`src/core/irir_regs.svh`:
```
// Register offsets, field positions, reset values and counts of the identity and record-info bank
`ifndef IRIR_REGS_SVH
`define IRIR_REGS_SVH

// ----------------------------------------------------------------
// Register byte addresses (7-bit port address, even byte = low half)
// ----------------------------------------------------------------
`define IRIR_ADDR_TIME_LO 7'h4c
`define IRIR_ADDR_TIME_HI 7'h4e
`define IRIR_ADDR_BUILD_DAY_AND_FIRMWARE_LEVEL 7'h52
`define IRIR_ADDR_BUILD_YEAR_AND_MONTH 7'h54
`define IRIR_ADDR_MODEL 7'h56
`define IRIR_ADDR_SERIAL 7'h58
`define IRIR_ADDR_USER_ID 7'h5a
`define IRIR_ADDR_WEAR 7'h5c
`define IRIR_ADDR_AUX 7'h64
`define IRIR_ADDR_INFO1 7'h66
`define IRIR_ADDR_INFO2 7'h68

// ----------------------------------------------------------------
// Auxiliary control fields
// ----------------------------------------------------------------
`define IRIR_AUX_SYNC_BIT 12
`define IRIR_AUX_STAT_LOAD_BIT 10
`define IRIR_AUX_STAT_SAVE_BIT 9
`define IRIR_AUX_STAT_CLEAR_BIT 8
`define IRIR_AUX_TEST_ON_BIT 3
`define IRIR_AUX_TEST_OFF_BIT 2
`define IRIR_AUX_WRITE_MASK 16'h170c

// ----------------------------------------------------------------
// Record-info fields
// ----------------------------------------------------------------
`define IRIR_INFO1_RATE_MSB 15
`define IRIR_INFO1_RATE_LSB 14
`define IRIR_INFO1_WIN_MSB 13
`define IRIR_INFO1_WIN_LSB 12
`define IRIR_INFO1_AVG_MSB 7
`define IRIR_INFO2_AVG_MSB 3

// ----------------------------------------------------------------
// Reset values and counts
// ----------------------------------------------------------------
`define IRIR_TIME_RESET 16'h0000
`define IRIR_AUX_RESET 16'h0000
`define IRIR_INFO_RESET 16'h0000
`define IRIR_RECORD_LAST_SLOT 4'h9
`define IRIR_FRAME_LAST_BIT 4'hf

`endif

```
`src/core/irir_pkg.sv`:
```
// Types shared by the identity and record-info bank
package irir_pkg;

   // ----------------------------------------------------------------
   // Types
   // ----------------------------------------------------------------
   typedef logic [15:0] irir_word_t;
   typedef logic [6:0] irir_addr_t;

   // Window codes of the spectral record
   typedef enum logic [1:0] {
      IRIR_WIN_RECT,
      IRIR_WIN_HANNING,
      IRIR_WIN_FLAT_TOP,
      IRIR_WIN_NONE
   } irir_window_t;

endpackage

```
`src/core/irir_spi_if.sv`:
```
// Frame interface between the serial shifter and the register bank
`timescale 1ns/1ps
interface irir_spi_if;
   logic frame_valid;            // One-cycle pulse, a 16-bit frame arrived
   irir_pkg::irir_word_t frame_word; // Received frame
   irir_pkg::irir_word_t tx_word;    // Word to send in the next frame

   modport shifter (output frame_valid, output frame_word, input tx_word);
   modport bank (input frame_valid, input frame_word, output tx_word);
endinterface

```
`src/core/irir_spi_shifter.sv`:
```
// Serial shifter, clock polarity and phase one, 16-bit frames
`timescale 1ns/1ps
`include "irir_regs.svh"
module irir_spi_shifter (
   // Clock and reset
   input wire logic sys_clk,
   input wire logic rst,
   input wire logic ce,
   // Serial pins
   input wire logic spi_sclk,
   input wire logic spi_cs_n,
   input wire logic spi_mosi,
   output logic spi_miso,
   output logic spi_miso_oe,
   // Frame side
   irir_spi_if.shifter frm
);

   // ----------------------------------------------------------------
   // State
   // ----------------------------------------------------------------
   logic sclk_prev_reg; // Serial clock one cycle back
   logic cs_n_prev_reg; // Select one cycle back
   logic [3:0] bit_count_reg; // Bits received in this frame
   logic [15:0] in_shift_reg; // Receive shifter
   logic [15:0] out_shift_reg; // Transmit shifter
   logic cs_start;
   logic sclk_rise;
   logic sclk_fall;

   // Edge detection on the sampled pins
   assign cs_start = cs_n_prev_reg & ~spi_cs_n;
   assign sclk_rise = ~sclk_prev_reg & spi_sclk & ~spi_cs_n;
   assign sclk_fall = sclk_prev_reg & ~spi_sclk & ~spi_cs_n;

   // Pin history
   always_ff @(posedge sys_clk) begin
      if (rst) begin
         sclk_prev_reg <= 1'b1;
         cs_n_prev_reg <= 1'b1;
      end else if (ce) begin
         sclk_prev_reg <= spi_sclk;
         cs_n_prev_reg <= spi_cs_n;
      end
   end

   // Receive path, sampled on rising serial clock
   always_ff @(posedge sys_clk) begin
      if (rst) begin
         bit_count_reg <= 4'h0;
         in_shift_reg <= 16'h0000;
         frm.frame_valid <= 1'b0;
         frm.frame_word <= 16'h0000;
      end else if (ce) begin
         frm.frame_valid <= 1'b0;
         if (spi_cs_n) begin
            // Deselect abandons a partial frame
            bit_count_reg <= 4'h0;
         end else if (sclk_rise) begin
            in_shift_reg <= {in_shift_reg[14:0], spi_mosi};
            bit_count_reg <= bit_count_reg + 4'h1;
            if (bit_count_reg == `IRIR_FRAME_LAST_BIT) begin
               frm.frame_valid <= 1'b1;
               frm.frame_word <= {in_shift_reg[14:0], spi_mosi};
            end
         end
      end
   end

   // Transmit path, loaded at select and shifted on falling serial clock
   always_ff @(posedge sys_clk) begin
      if (rst) begin
         out_shift_reg <= 16'h0000;
         spi_miso <= 1'b0;
         spi_miso_oe <= 1'b0;
      end else if (ce) begin
         spi_miso_oe <= ~spi_cs_n;
         if (cs_start) begin
            out_shift_reg <= frm.tx_word;
            spi_miso <= frm.tx_word[15];
         end else if (sclk_fall) begin
            // Each falling edge launches the bit that the next rising edge samples
            out_shift_reg <= {out_shift_reg[14:0], 1'b0};
            spi_miso <= out_shift_reg[15];
         end
      end
   end

endmodule // irir_spi_shifter

```
`src/core/irir_top.sv`:
```
// Identity, timestamp, auxiliary control and record-info register bank
`timescale 1ns/1ps
`include "irir_regs.svh"

module irir_top #(
   // Model number code; the value is arbitrary
   parameter logic [15:0] MODEL_CODE = 16'h1234
) (
   // Clock and reset
   input wire logic sys_clk,
   input wire logic rst,
   input wire logic ce,
   // Serial register port
   input wire logic spi_sclk,
   input wire logic spi_cs_n,
   input wire logic spi_mosi,
   output logic spi_miso,
   output logic spi_miso_oe,
   // Capture timestamp source
   input wire logic capture_event,
   input wire logic [31:0] capture_seconds,
   // Factory programmed words
   input wire logic [15:0] factory_build_day_and_firmware_level,
   input wire logic [15:0] factory_build_year_and_month,
   input wire logic [15:0] factory_serial,
   // Nonvolatile store
   input wire logic [15:0] nv_user_id,
   input wire logic [15:0] nv_wear_count,
   output logic user_id_save,
   output logic [15:0] user_id_word,
   output logic [15:0] wear_count_word,
   // Record store events
   input wire logic records_cleared,
   input wire logic record_slot_filled,
   input wire logic [3:0] record_slot_index,
   // Spectral record results
   input wire logic spectral_done,
   input wire logic spectral_mode,
   input wire logic [1:0] spectral_rate,
   input wire logic [1:0] spectral_window,
   input wire logic [7:0] spectral_averages,
   input wire logic [3:0] spectral_avg_setting,
   // External sync and capture start
   input wire logic sync_pin,
   output logic capture_start,
   output logic sync_capture_enable,
   // Statistics commands and their completions
   output logic stat_load_req,
   output logic stat_save_req,
   output logic stat_clear_req,
   input wire logic stat_load_done,
   input wire logic stat_save_done,
   input wire logic stat_clear_done,
   // Self-test control
   output logic self_test_active
);

   // ----------------------------------------------------------------
   // Signals
   // ----------------------------------------------------------------
   irir_spi_if frm_if (); // Frame link to the shifter

   irir_pkg::irir_word_t time_lo_reg; // Timestamp low word
   irir_pkg::irir_word_t time_hi_reg; // Timestamp high word
   irir_pkg::irir_word_t user_id_reg; // User identifier
   irir_pkg::irir_word_t wear_reg; // Record store wear counter
   irir_pkg::irir_word_t aux_reg; // Auxiliary control word
   irir_pkg::irir_word_t info1_reg; // Spectral record settings
   irir_pkg::irir_word_t info2_reg; // Spectral record averaging
   irir_pkg::irir_word_t tx_reg; // Read answer for the next frame
   logic restore_pending_reg; // Nonvolatile values not yet loaded
   logic sync_prev_reg; // Sync pin one cycle back

   logic wr_frame; // Write frame arrived
   logic rd_frame; // Read frame arrived
   irir_pkg::irir_addr_t frame_addr; // Byte address of the frame
   logic [7:0] frame_data; // Byte written by the frame
   logic wr_aux_lo; // Write to aux control low byte
   logic wr_aux_hi; // Write to aux control high byte
   logic wr_user_lo; // Write to user identifier low byte
   logic wr_user_hi; // Write to user identifier high byte
   irir_pkg::irir_word_t aux_written; // Aux word after the byte write
   logic store_full_event; // Tenth record location filled

   // ----------------------------------------------------------------
   // Serial shifter
   // ----------------------------------------------------------------
   irir_spi_shifter u_shifter (
      .sys_clk(sys_clk),
      .rst(rst),
      .ce(ce),
      .spi_sclk(spi_sclk),
      .spi_cs_n(spi_cs_n),
      .spi_mosi(spi_mosi),
      .spi_miso(spi_miso),
      .spi_miso_oe(spi_miso_oe),
      .frm(frm_if.shifter)
   );

   assign frm_if.tx_word = tx_reg;

   // ----------------------------------------------------------------
   // Functions
   // ----------------------------------------------------------------

   // Merge one byte into a word; odd address writes the high half
   function automatic irir_pkg::irir_word_t merge_byte(input irir_pkg::irir_word_t old_word,
                                                       input logic high_half,
                                                       input logic [7:0] data);
      irir_pkg::irir_word_t res;
      res = old_word;
      if (high_half) begin
         res[15:8] = data;
      end else begin
         res[7:0] = data;
      end
      return res;
   endfunction

   // Word address of a byte address, odd byte mapped onto its even word
   function automatic irir_pkg::irir_addr_t word_addr(input irir_pkg::irir_addr_t a);
      return {a[6:1], 1'b0};
   endfunction

   // ----------------------------------------------------------------
   // Frame decode
   // ----------------------------------------------------------------

   // Bit 15 marks a write, bits 14..8 the address, bits 7..0 the data
   assign wr_frame = frm_if.frame_valid & frm_if.frame_word[15];
   assign rd_frame = frm_if.frame_valid & ~frm_if.frame_word[15];
   assign frame_addr = frm_if.frame_word[14:8];
   assign frame_data = frm_if.frame_word[7:0];

   // Only the two writable words decode; every other write falls away
   assign wr_aux_lo = wr_frame && (frame_addr == `IRIR_ADDR_AUX);
   assign wr_aux_hi = wr_frame && (frame_addr == (`IRIR_ADDR_AUX | 7'h01));
   assign wr_user_lo = wr_frame && (frame_addr == `IRIR_ADDR_USER_ID);
   assign wr_user_hi = wr_frame && (frame_addr == (`IRIR_ADDR_USER_ID | 7'h01));

   // Unused control bits are masked so they read back zero
   assign aux_written = merge_byte(aux_reg, wr_aux_hi, frame_data)
                        & `IRIR_AUX_WRITE_MASK;

   // The tenth location is index nine
   assign store_full_event = record_slot_filled &&
                             (record_slot_index == `IRIR_RECORD_LAST_SLOT);

   // ----------------------------------------------------------------
   // Read answer, sent in the frame after the read command
   // ----------------------------------------------------------------
   always_ff @(posedge sys_clk) begin
      if (rst) begin
         tx_reg <= 16'h0000;
      end else if (ce && rd_frame) begin
         unique case (word_addr(frame_addr))
            `IRIR_ADDR_TIME_LO: tx_reg <= time_lo_reg;
            `IRIR_ADDR_TIME_HI: tx_reg <= time_hi_reg;
            `IRIR_ADDR_BUILD_DAY_AND_FIRMWARE_LEVEL: tx_reg <= factory_build_day_and_firmware_level;
            `IRIR_ADDR_BUILD_YEAR_AND_MONTH: tx_reg <= factory_build_year_and_month;
            `IRIR_ADDR_MODEL: tx_reg <= MODEL_CODE;
            `IRIR_ADDR_SERIAL: tx_reg <= factory_serial;
            `IRIR_ADDR_USER_ID: tx_reg <= user_id_reg;
            `IRIR_ADDR_WEAR: tx_reg <= wear_reg;
            `IRIR_ADDR_AUX: tx_reg <= aux_reg;
            `IRIR_ADDR_INFO1: tx_reg <= info1_reg;
            `IRIR_ADDR_INFO2: tx_reg <= info2_reg;
            // Addresses outside this bank answer zero
            default: tx_reg <= 16'h0000;
         endcase
      end
   end

   // ----------------------------------------------------------------
   // Capture timestamp
   // ----------------------------------------------------------------

   // Latch both words in the same cycle; reads are not shadowed, so a capture between the two reads mixes them
   always_ff @(posedge sys_clk) begin
      if (rst) begin
         time_lo_reg <= `IRIR_TIME_RESET;
         time_hi_reg <= `IRIR_TIME_RESET;
      end else if (ce && capture_event) begin
         time_lo_reg <= capture_seconds[15:0];
         time_hi_reg <= capture_seconds[31:16];
      end
   end

   // ----------------------------------------------------------------
   // Nonvolatile restore
   // ----------------------------------------------------------------

   // Stored values are picked up in the first enabled cycle after reset
   always_ff @(posedge sys_clk) begin
      if (rst) begin
         restore_pending_reg <= 1'b1;
      end else if (ce) begin
         restore_pending_reg <= 1'b0;
      end
   end

   // ----------------------------------------------------------------
   // User identifier
   // ----------------------------------------------------------------

   // Restored after reset; a host byte write updates it and asks for a save
   always_ff @(posedge sys_clk) begin
      if (rst) begin
         user_id_reg <= 16'h0000;
         user_id_save <= 1'b0;
      end else if (ce) begin
         user_id_save <= wr_user_lo | wr_user_hi;
         if (restore_pending_reg) begin
            user_id_reg <= nv_user_id;
         end else if (wr_user_lo || wr_user_hi) begin
            user_id_reg <= merge_byte(user_id_reg, wr_user_hi, frame_data);
         end
      end
   end

   // Value handed to the nonvolatile store
   always_ff @(posedge sys_clk) begin
      if (rst) begin
         user_id_word <= 16'h0000;
      end else if (ce) begin
         user_id_word <= user_id_reg;
      end
   end

   // ----------------------------------------------------------------
   // Record store wear counter
   // ----------------------------------------------------------------

   // A clear and a fill of the tenth location in one cycle both count; the counter wraps
   always_ff @(posedge sys_clk) begin
      if (rst) begin
         wear_reg <= 16'h0000;
      end else if (ce) begin
         if (restore_pending_reg) begin
            wear_reg <= nv_wear_count;
         end else begin
            wear_reg <= wear_reg + {15'h0000, records_cleared}
                        + {15'h0000, store_full_event};
         end
      end
   end

   // Counter mirrored out for the nonvolatile store
   always_ff @(posedge sys_clk) begin
      if (rst) begin
         wear_count_word <= 16'h0000;
      end else if (ce) begin
         wear_count_word <= wear_reg;
      end
   end

   // ----------------------------------------------------------------
   // Auxiliary control word
   // ----------------------------------------------------------------

   // Statistics bits stay up until their action reports done; a host
   // write in the done cycle wins. Self-test bits clear the next cycle.
   always_ff @(posedge sys_clk) begin
      if (rst) begin
         aux_reg <= `IRIR_AUX_RESET;
      end else if (ce) begin
         if (wr_aux_lo || wr_aux_hi) begin
            aux_reg <= aux_written;
         end else begin
            // Self-test commands act at once
            aux_reg[`IRIR_AUX_TEST_ON_BIT] <= 1'b0;
            aux_reg[`IRIR_AUX_TEST_OFF_BIT] <= 1'b0;
            // Statistics commands clear on completion
            if (stat_load_done) begin
               aux_reg[`IRIR_AUX_STAT_LOAD_BIT] <= 1'b0;
            end
            if (stat_save_done) begin
               aux_reg[`IRIR_AUX_STAT_SAVE_BIT] <= 1'b0;
            end
            if (stat_clear_done) begin
               aux_reg[`IRIR_AUX_STAT_CLEAR_BIT] <= 1'b0;
            end
         end
      end
   end

   // Statistics request outputs follow the command bits
   always_ff @(posedge sys_clk) begin
      if (rst) begin
         stat_load_req <= 1'b0;
         stat_save_req <= 1'b0;
         stat_clear_req <= 1'b0;
      end else if (ce) begin
         // Host must set the record pointer before loading
         stat_load_req <= aux_reg[`IRIR_AUX_STAT_LOAD_BIT] & ~stat_load_done;
         stat_save_req <= aux_reg[`IRIR_AUX_STAT_SAVE_BIT] & ~stat_save_done;
         stat_clear_req <= aux_reg[`IRIR_AUX_STAT_CLEAR_BIT] & ~stat_clear_done;
      end
   end

   // ----------------------------------------------------------------
   // Self-test
   // ----------------------------------------------------------------

   // Clear takes priority when both bits are written together
   always_ff @(posedge sys_clk) begin
      if (rst) begin
         self_test_active <= 1'b0;
      end else if (ce) begin
         if (aux_reg[`IRIR_AUX_TEST_OFF_BIT]) begin
            self_test_active <= 1'b0;
         end else if (aux_reg[`IRIR_AUX_TEST_ON_BIT]) begin
            self_test_active <= 1'b1;
         end
      end
   end

   // ----------------------------------------------------------------
   // External sync
   // ----------------------------------------------------------------

   // Rising sync edge starts a capture only while sensitivity is on
   always_ff @(posedge sys_clk) begin
      if (rst) begin
         sync_prev_reg <= 1'b0;
         capture_start <= 1'b0;
         sync_capture_enable <= 1'b0;
      end else if (ce) begin
         sync_prev_reg <= sync_pin;
         sync_capture_enable <= aux_reg[`IRIR_AUX_SYNC_BIT];
         capture_start <= aux_reg[`IRIR_AUX_SYNC_BIT] & sync_pin & ~sync_prev_reg;
      end
   end

   // ----------------------------------------------------------------
   // Spectral record information
   // ----------------------------------------------------------------

   // Updated only for results of the spectral capture modes
   always_ff @(posedge sys_clk) begin
      if (rst) begin
         info1_reg <= `IRIR_INFO_RESET;
         info2_reg <= `IRIR_INFO_RESET;
      end else if (ce && spectral_done && spectral_mode) begin
         info1_reg <= 16'h0000;
         info1_reg[`IRIR_INFO1_RATE_MSB:`IRIR_INFO1_RATE_LSB] <= spectral_rate;
         info1_reg[`IRIR_INFO1_WIN_MSB:`IRIR_INFO1_WIN_LSB] <= spectral_window;
         // Only the low eight bits of the average count fit
         info1_reg[`IRIR_INFO1_AVG_MSB:0] <= spectral_averages;
         info2_reg <= {12'h000, spectral_avg_setting[`IRIR_INFO2_AVG_MSB:0]};
      end
   end

endmodule // irir_top

```
`config.mk`:
```
export PLATFORM = sky130hd
export DESIGN_NAME = irir_top
export DESIGN_NICKNAME = d
export VERILOG_FILES = /design/src/core/irir_pkg.sv /design/src/core/irir_spi_if.sv /design/src/core/irir_spi_shifter.sv /design/src/core/irir_top.sv
export VERILOG_INCLUDE_DIRS = /design/src /design/src/core
export SDC_FILE = /design/constraint.sdc
export NUM_CORES = 1
export LEC_CHECK = 0
export BUFFER_PORTS_ARGS = -buffer_cell sky130_fd_sc_hd__buf_4
export CAP_MARGIN = 20
export CORE_ASPECT_RATIO = 0.8
export CORE_MARGIN = 2
export CORE_UTILIZATION = 50
export CTS_CLUSTER_SIZE = 24
export DETAILED_ROUTE_END_ITERATION = 16
export PLACE_DENSITY_LB_ADDON = 0.2
export SLEW_MARGIN = 20
export SYNTH_ARGS = -nofsm -noshare
export SYNTH_HDL_FRONTEND = slang
export SYNTH_SLANG_ARGS = --single-unit
```
`constraint.sdc`:
```
create_clock -name sys_clk -period 2.65 [get_ports sys_clk]
set_input_delay 0.53 -clock sys_clk [delete_from_list [all_inputs] [get_ports sys_clk]]
set_output_delay 0.53 -clock sys_clk [all_outputs]
set_load 0.005 [all_outputs]
```
==> metrics.csv, run 1 <==
metric;value;unit
post_cts_buffers;0;
path_cells;fa_1, ha_1, and4_4, nand4_4, or4_1, a31oi_1;
final_cell_mix;220 x nand2_1, 213 x buf_4, 198 x dfxtp_1, 118 x a21oi_1, 87 x nor2_1;
antenna_found_initial;0;
fin_crit;2210;ps
nets;1390;
dp.cells;1451;
area_delta_synth_final;21.8;%
crit_arrival;2570;ps
vdd_drop_max;402;uV
place_area;0.0107;mm^2
dpl.hpwl;20300;um
yosys_warnings;0;
hp-start;spi_sclk;
worst-path-buf-inv;0;
row_count;44;
cp_slowest_cell;or4_1;
rsz0062_at_grt;false;
portBuffers;187;
ys_seq_elements;199;
instances_no_fill;1483;
boundaryPins;188;
overflow;0;
diodes;0;
worst_slew_pin_slew;677;ps
synth_nets;1243;
timing.rr.end;wear_reg[14];
critical_path_class;reg2reg;
min_path_type;in2reg;
numCtsBuffers;17;
slowest_delay;490;ps
synth_cell_types;80;
grt_pass1_vias;7981;
crit_required;3010;ps
die_area;0.0197;mm^2
fmax;452;MHz
r2r_start;wear_reg[0];
final.period_utilization;0.834;
yosysSeqAreaShare;0.429;
via_per_inst;5.88;
final_hold_viol_count;0;
routed_wirelength;28000;um
clk_path_buf_depth;2;
post_cts_resized;0;
routabilityCongestion;0.896;
drv_cap;0;
setup_viol;0;
drv_slew;0;
syn_inst;1093;
drive_above_1_share;0.231;
fill_cells;1626;
htreeDepth;4;
wl_per_cell;18.9;um
track_usage;0.284;
r2r_slack;440;ps
reg2reg_depth;6;
initial_core_util;0.511;
vias;8725;
synth_area;0.00928;mm^2
critPathCaptureType;flip-flop;
grt_pass1_wl;43700;um
fin_util;0.622;
cp-start-kind;flip-flop;
ctsHoldBuffers;0;
die_y;126;um
final_cell_area;0.0113;mm^2
holdPathEnd;u_shifter.sclk_prev_reg;
setup_tns;0;ps
whs_path_depth;2;
postRouteAntennaNets;0;
core-area;0.0182;mm^2
clk_pin_slew;80;ps
finalClockSkew;10.3;ps
grt_max_degree;87;
cts.sinks;199;
crit_family;simple AND/OR/NAND/NOR gates;
synth_area_per_cell;8.49;um^2
die_x;156;um
synthArstFlopShare;0;
clk_latency;440;ps
drc;0;
p_leak;0.00445;uW
cellPowerDensity;571;mW/mm^2
ys.flop_type;dfxtp_1;
firstDrtPassIters;5;
drtIter0Drc;753;
path_max_fanout;6;
cts_tree;done;
relSlewSlack;0.549;
synth_edf_count;0;
status;finished, final reports clean;
final_common_cell;nand2_1;
cts_root_buf;clkbuf_16;
## power breakdown
part           switching, uW  leakage (uW)  total (uW)  internal, uW
logic                    314       0.00254         630           316
registers                125       0.00162        3220          3090
clock network           1220      0.000289        2610          1380
## synthesized netlist by cell type (14+ instances only)
| master | n | share of area |
|---|---|---|
| a211oi_1 | 25 | 0.020 |
| a21oi_1 | 118 | 0.064 |
| a221oi_1 | 14 | 0.013 |
| a22o_1 | 17 | 0.016 |
| a22oi_1 | 27 | 0.022 |
| buf_6 | 14 | 0.017 |
| clkbuf_1 | 46 | 0.019 |
| dfxtp_1 | 199 | 0.43 |
| mux2i_1 | 59 | 0.064 |
| nand2_1 | 220 | 0.089 |
| nand3_1 | 20 | 0.011 |
| nor2_1 | 87 | 0.035 |
| nor3_1 | 30 | 0.016 |
| o21ai_0 | 23 | 0.012 |
| o22ai_1 | 14 | 0.0094 |
| o31ai_1 | 16 | 0.013 |
## how the worst max path moves through the flow
stage | start | endpoint | slack, ps | depth (start not counted)
6_report | wear_reg[0] | wear_reg[14] | 440 | 6
3_5_place_dp | record_slot_index[2] | wear_reg[14] | 100 | 9
3_3_place_gp | record_slot_index[2] | wear_reg[14] | 120 | 9
4_1_cts | wear_reg[0] | wear_reg[14] | 500 | 6
2_1_floorplan | record_slot_index[2] | wear_reg[14] | 360 | 8
5_1_grt | wear_reg[0] | wear_reg[14] | 360 | 6
## area by class of cell
| class | instances | area [um^2] | share of cell area |
|---|---|---|---|
| well taps | 230 | 288 | 0.0255 |
| clock inverters | 12 | 140 | 0.0124 |
| inverters | 12 | 45.0 | 0.00399 |
| flip-flops and latches | 199 | 3990 | 0.353 |
| clock buffers | 20 | 457 | 0.0404 |
| multi-input cells | 795 | 4750 | 0.420 |
| repair buffers | 215 | 1640 | 0.145 |
## kinds of logic (layout without fill, tap and decap cells)
kind of cell	count (synthesis)	count (layout)	share of synthesized area
simple gates	435	435	0.230
compound gates	294	294	0.209
flops	199	199	0.429
buf+inv	99	259	0.0591
mux	61	61	0.0661
fa+ha+maj	3	3	0.00485
xor+xnor	2	2	0.00189
## per-layer routing
layer | GRT usage | vias to the layer above | wire (um)
met5 | 0 | - | 0
met3 | 0.0468 | 59 | 2320
met4 | 0.0988 | 0 | 811
met1 | 0.405 | 4092 | 12400
li1 | - | 4206 | -
met2 | 0.438 | 368 | 12500
## stage by stage
step           hold WS [ps]  worst slack [ps]  power, uW
2_1_floorplan           432               360       3570
3_3_place_gp            438               124       3890
3_5_place_dp            443              97.4       3900
4_1_cts                 317               498       6480
5_1_grt                 331               364       6670
6_report                326               439       6460
## worst reg2reg max path: cells and delay by family, from the launching register on
family / cells / cell delay, ps
simple gates: 3 / 920
compound gates: 1 / 130
flops: 1 / 470
fa+ha+maj: 2 / 630
Note: power is estimated with default switching activity, not from simulation.
==> run 2, diff against run 1 <==
==> constraint.sdc (replaced) <==
create_clock -name sys_clk -period 2 [get_ports sys_clk]
set_input_delay 0.4 -clock sys_clk [delete_from_list [all_inputs] [get_ports sys_clk]]
set_output_delay 0.4 -clock sys_clk [all_outputs]
set_load 0.005 [all_outputs]
==> metrics.csv, run 2 (synthesis results as in run 1) <==
metric;value;unit
vias;8888;
final_hold_viol_count;0;
multi_input_area;0.00478;mm^2
cts_root_buf;clkbuf_16;
setup_tns;0;ps
boundaryPins;188;
core-area;0.0182;mm^2
status;finished, final reports clean;
holdPathEnd;u_shifter.sclk_prev_reg;
crit_family;simple AND/OR/NAND/NOR gates;
firstDrtPassIters;6;
drive_above_1_share;0.260;
setup_viol;0;
r2r_start;u_shifter.frm.frame_word[12];
fin_crit;1940;ps
worst_slew_pin_slew;648;ps
routed_wirelength;28500;um
area_delta_synth_final;24.8;%
routabilityCongestion;0.978;
fmax;515;MHz
grt_pass1_wl;43900;um
rsz0062_at_grt;false;
clk_latency;440;ps
htreeDepth;4;
row_count;44;
postRouteAntennaNets;0;
clk_pin_slew;70;ps
via_per_inst;5.85;
worst-path-buf-inv;2;
grt_pass1_vias;8184;
crit_top_cell;buf_4;
fill_cells;1627;
crit_arrival;2280;ps
whs_path_depth;2;
min_path_type;in2reg;
path_max_fanout;6;
antenna_found_initial;0;
total_power;8390;uW
final_common_cell;buf_4;
regArea;0.00399;mm^2
overflow;0;
diodes;0;
cts_tree;done;
vdd_drop_max;541;uV
grt_max_degree;97;
cp_slowest_cell;dfxtp_1;
drv_slew;0;
track_usage;0.288;
finalClockSkew;12.6;ps
wl_per_cell;18.7;um
slowest_delay;340;ps
timing.rr.end;frm_if.tx_word[0];
drtIter0Drc;930;
dpl.hpwl;21000;um
numCtsBuffers;17;
cp-start-kind;flip-flop;
critPathCaptureType;flip-flop;
die_y;126;um
p_leak;0.00462;uW
initial_core_util;0.511;
die_x;156;um
cp-startpoint;u_shifter.frm.frame_word[12];
clk_path_buf_depth;2;
portBuffers;187;
nets;1427;
final_cell_mix;249 x buf_4, 220 x nand2_1, 194 x dfxtp_1, 118 x a21oi_1, 86 x nor2_1;
reg2reg_depth;7;
r2r_slack;60;ps
drc;0;
crit_required;2340;ps
cts.sinks;199;
fin_util;0.637;
drv_cap;0;
cellPowerDensity;724;mW/mm^2
hp-start;spi_sclk;
path_cells;buf_4, nand4bb_4, nor2_2, buf_4, a22oi_1, and3_1, a311oi_1;
relSlewSlack;0.568;
critical_path_class;reg2reg;
final.period_utilization;0.970;
die_area;0.0197;mm^2
-- run 2: cell type report --
type                            count  area share
Clock inverter                     12     0.00799
Inverter                           12     0.00389
Tap cell                          230      0.0248
Multi-Input combinational cell    795       0.413
Sequential cell                   199       0.345
Clock buffer                       20      0.0394
Timing Repair Buffer              252       0.167
-- run 2: worst max path at each step --
| stage | to | slack [ps] | cells after the start |
|---|---|---|---|
| global route | wear_reg[14] | 20 | 9 |
| finish | frm_if.tx_word[0] | 60 | 7 |
| CTS | frm_if.tx_word[0] | 40 | 7 |
| global placement | wear_reg[14] | -300 | 9 |
| detailed placement | wear_reg[14] | -380 | 9 |
| floorplan | wear_reg[14] | -80 | 8 |
-- run 2: report_power, final --
part	leakage [uW]	internal (uW)	switching, uW
logic	0.00274	442	435
registers	0.00162	4100	147
clock network	0.000265	1680	1590
-- run 2: metal layers --
layer | share of wire | GRT usage
met4 | 0.028 | 0.105
met1 | 0.44 | 0.406
met2 | 0.45 | 0.436
met3 | 0.084 | 0.0592
met5 | 0 | 0
-- run 2: metrics by stage --
step	worst slack, ps	cells	cell area [um^2]	hold slack (ps)
floorplan	-77.6	1093	9300	432
global placement	-299	1488	11000	441
detailed placement	-384	1488	11000	443
CTS	42.5	1520	11600	167
global route	17.8	1520	11600	175
finish	59.5	1520	11600	184
-- run 2: what timing repair did --
action	CTS	global route
endpoints found under the setup margin	0	8
gates resized for setup	0	7
setup buffers	0	0
hold buffers	0	0
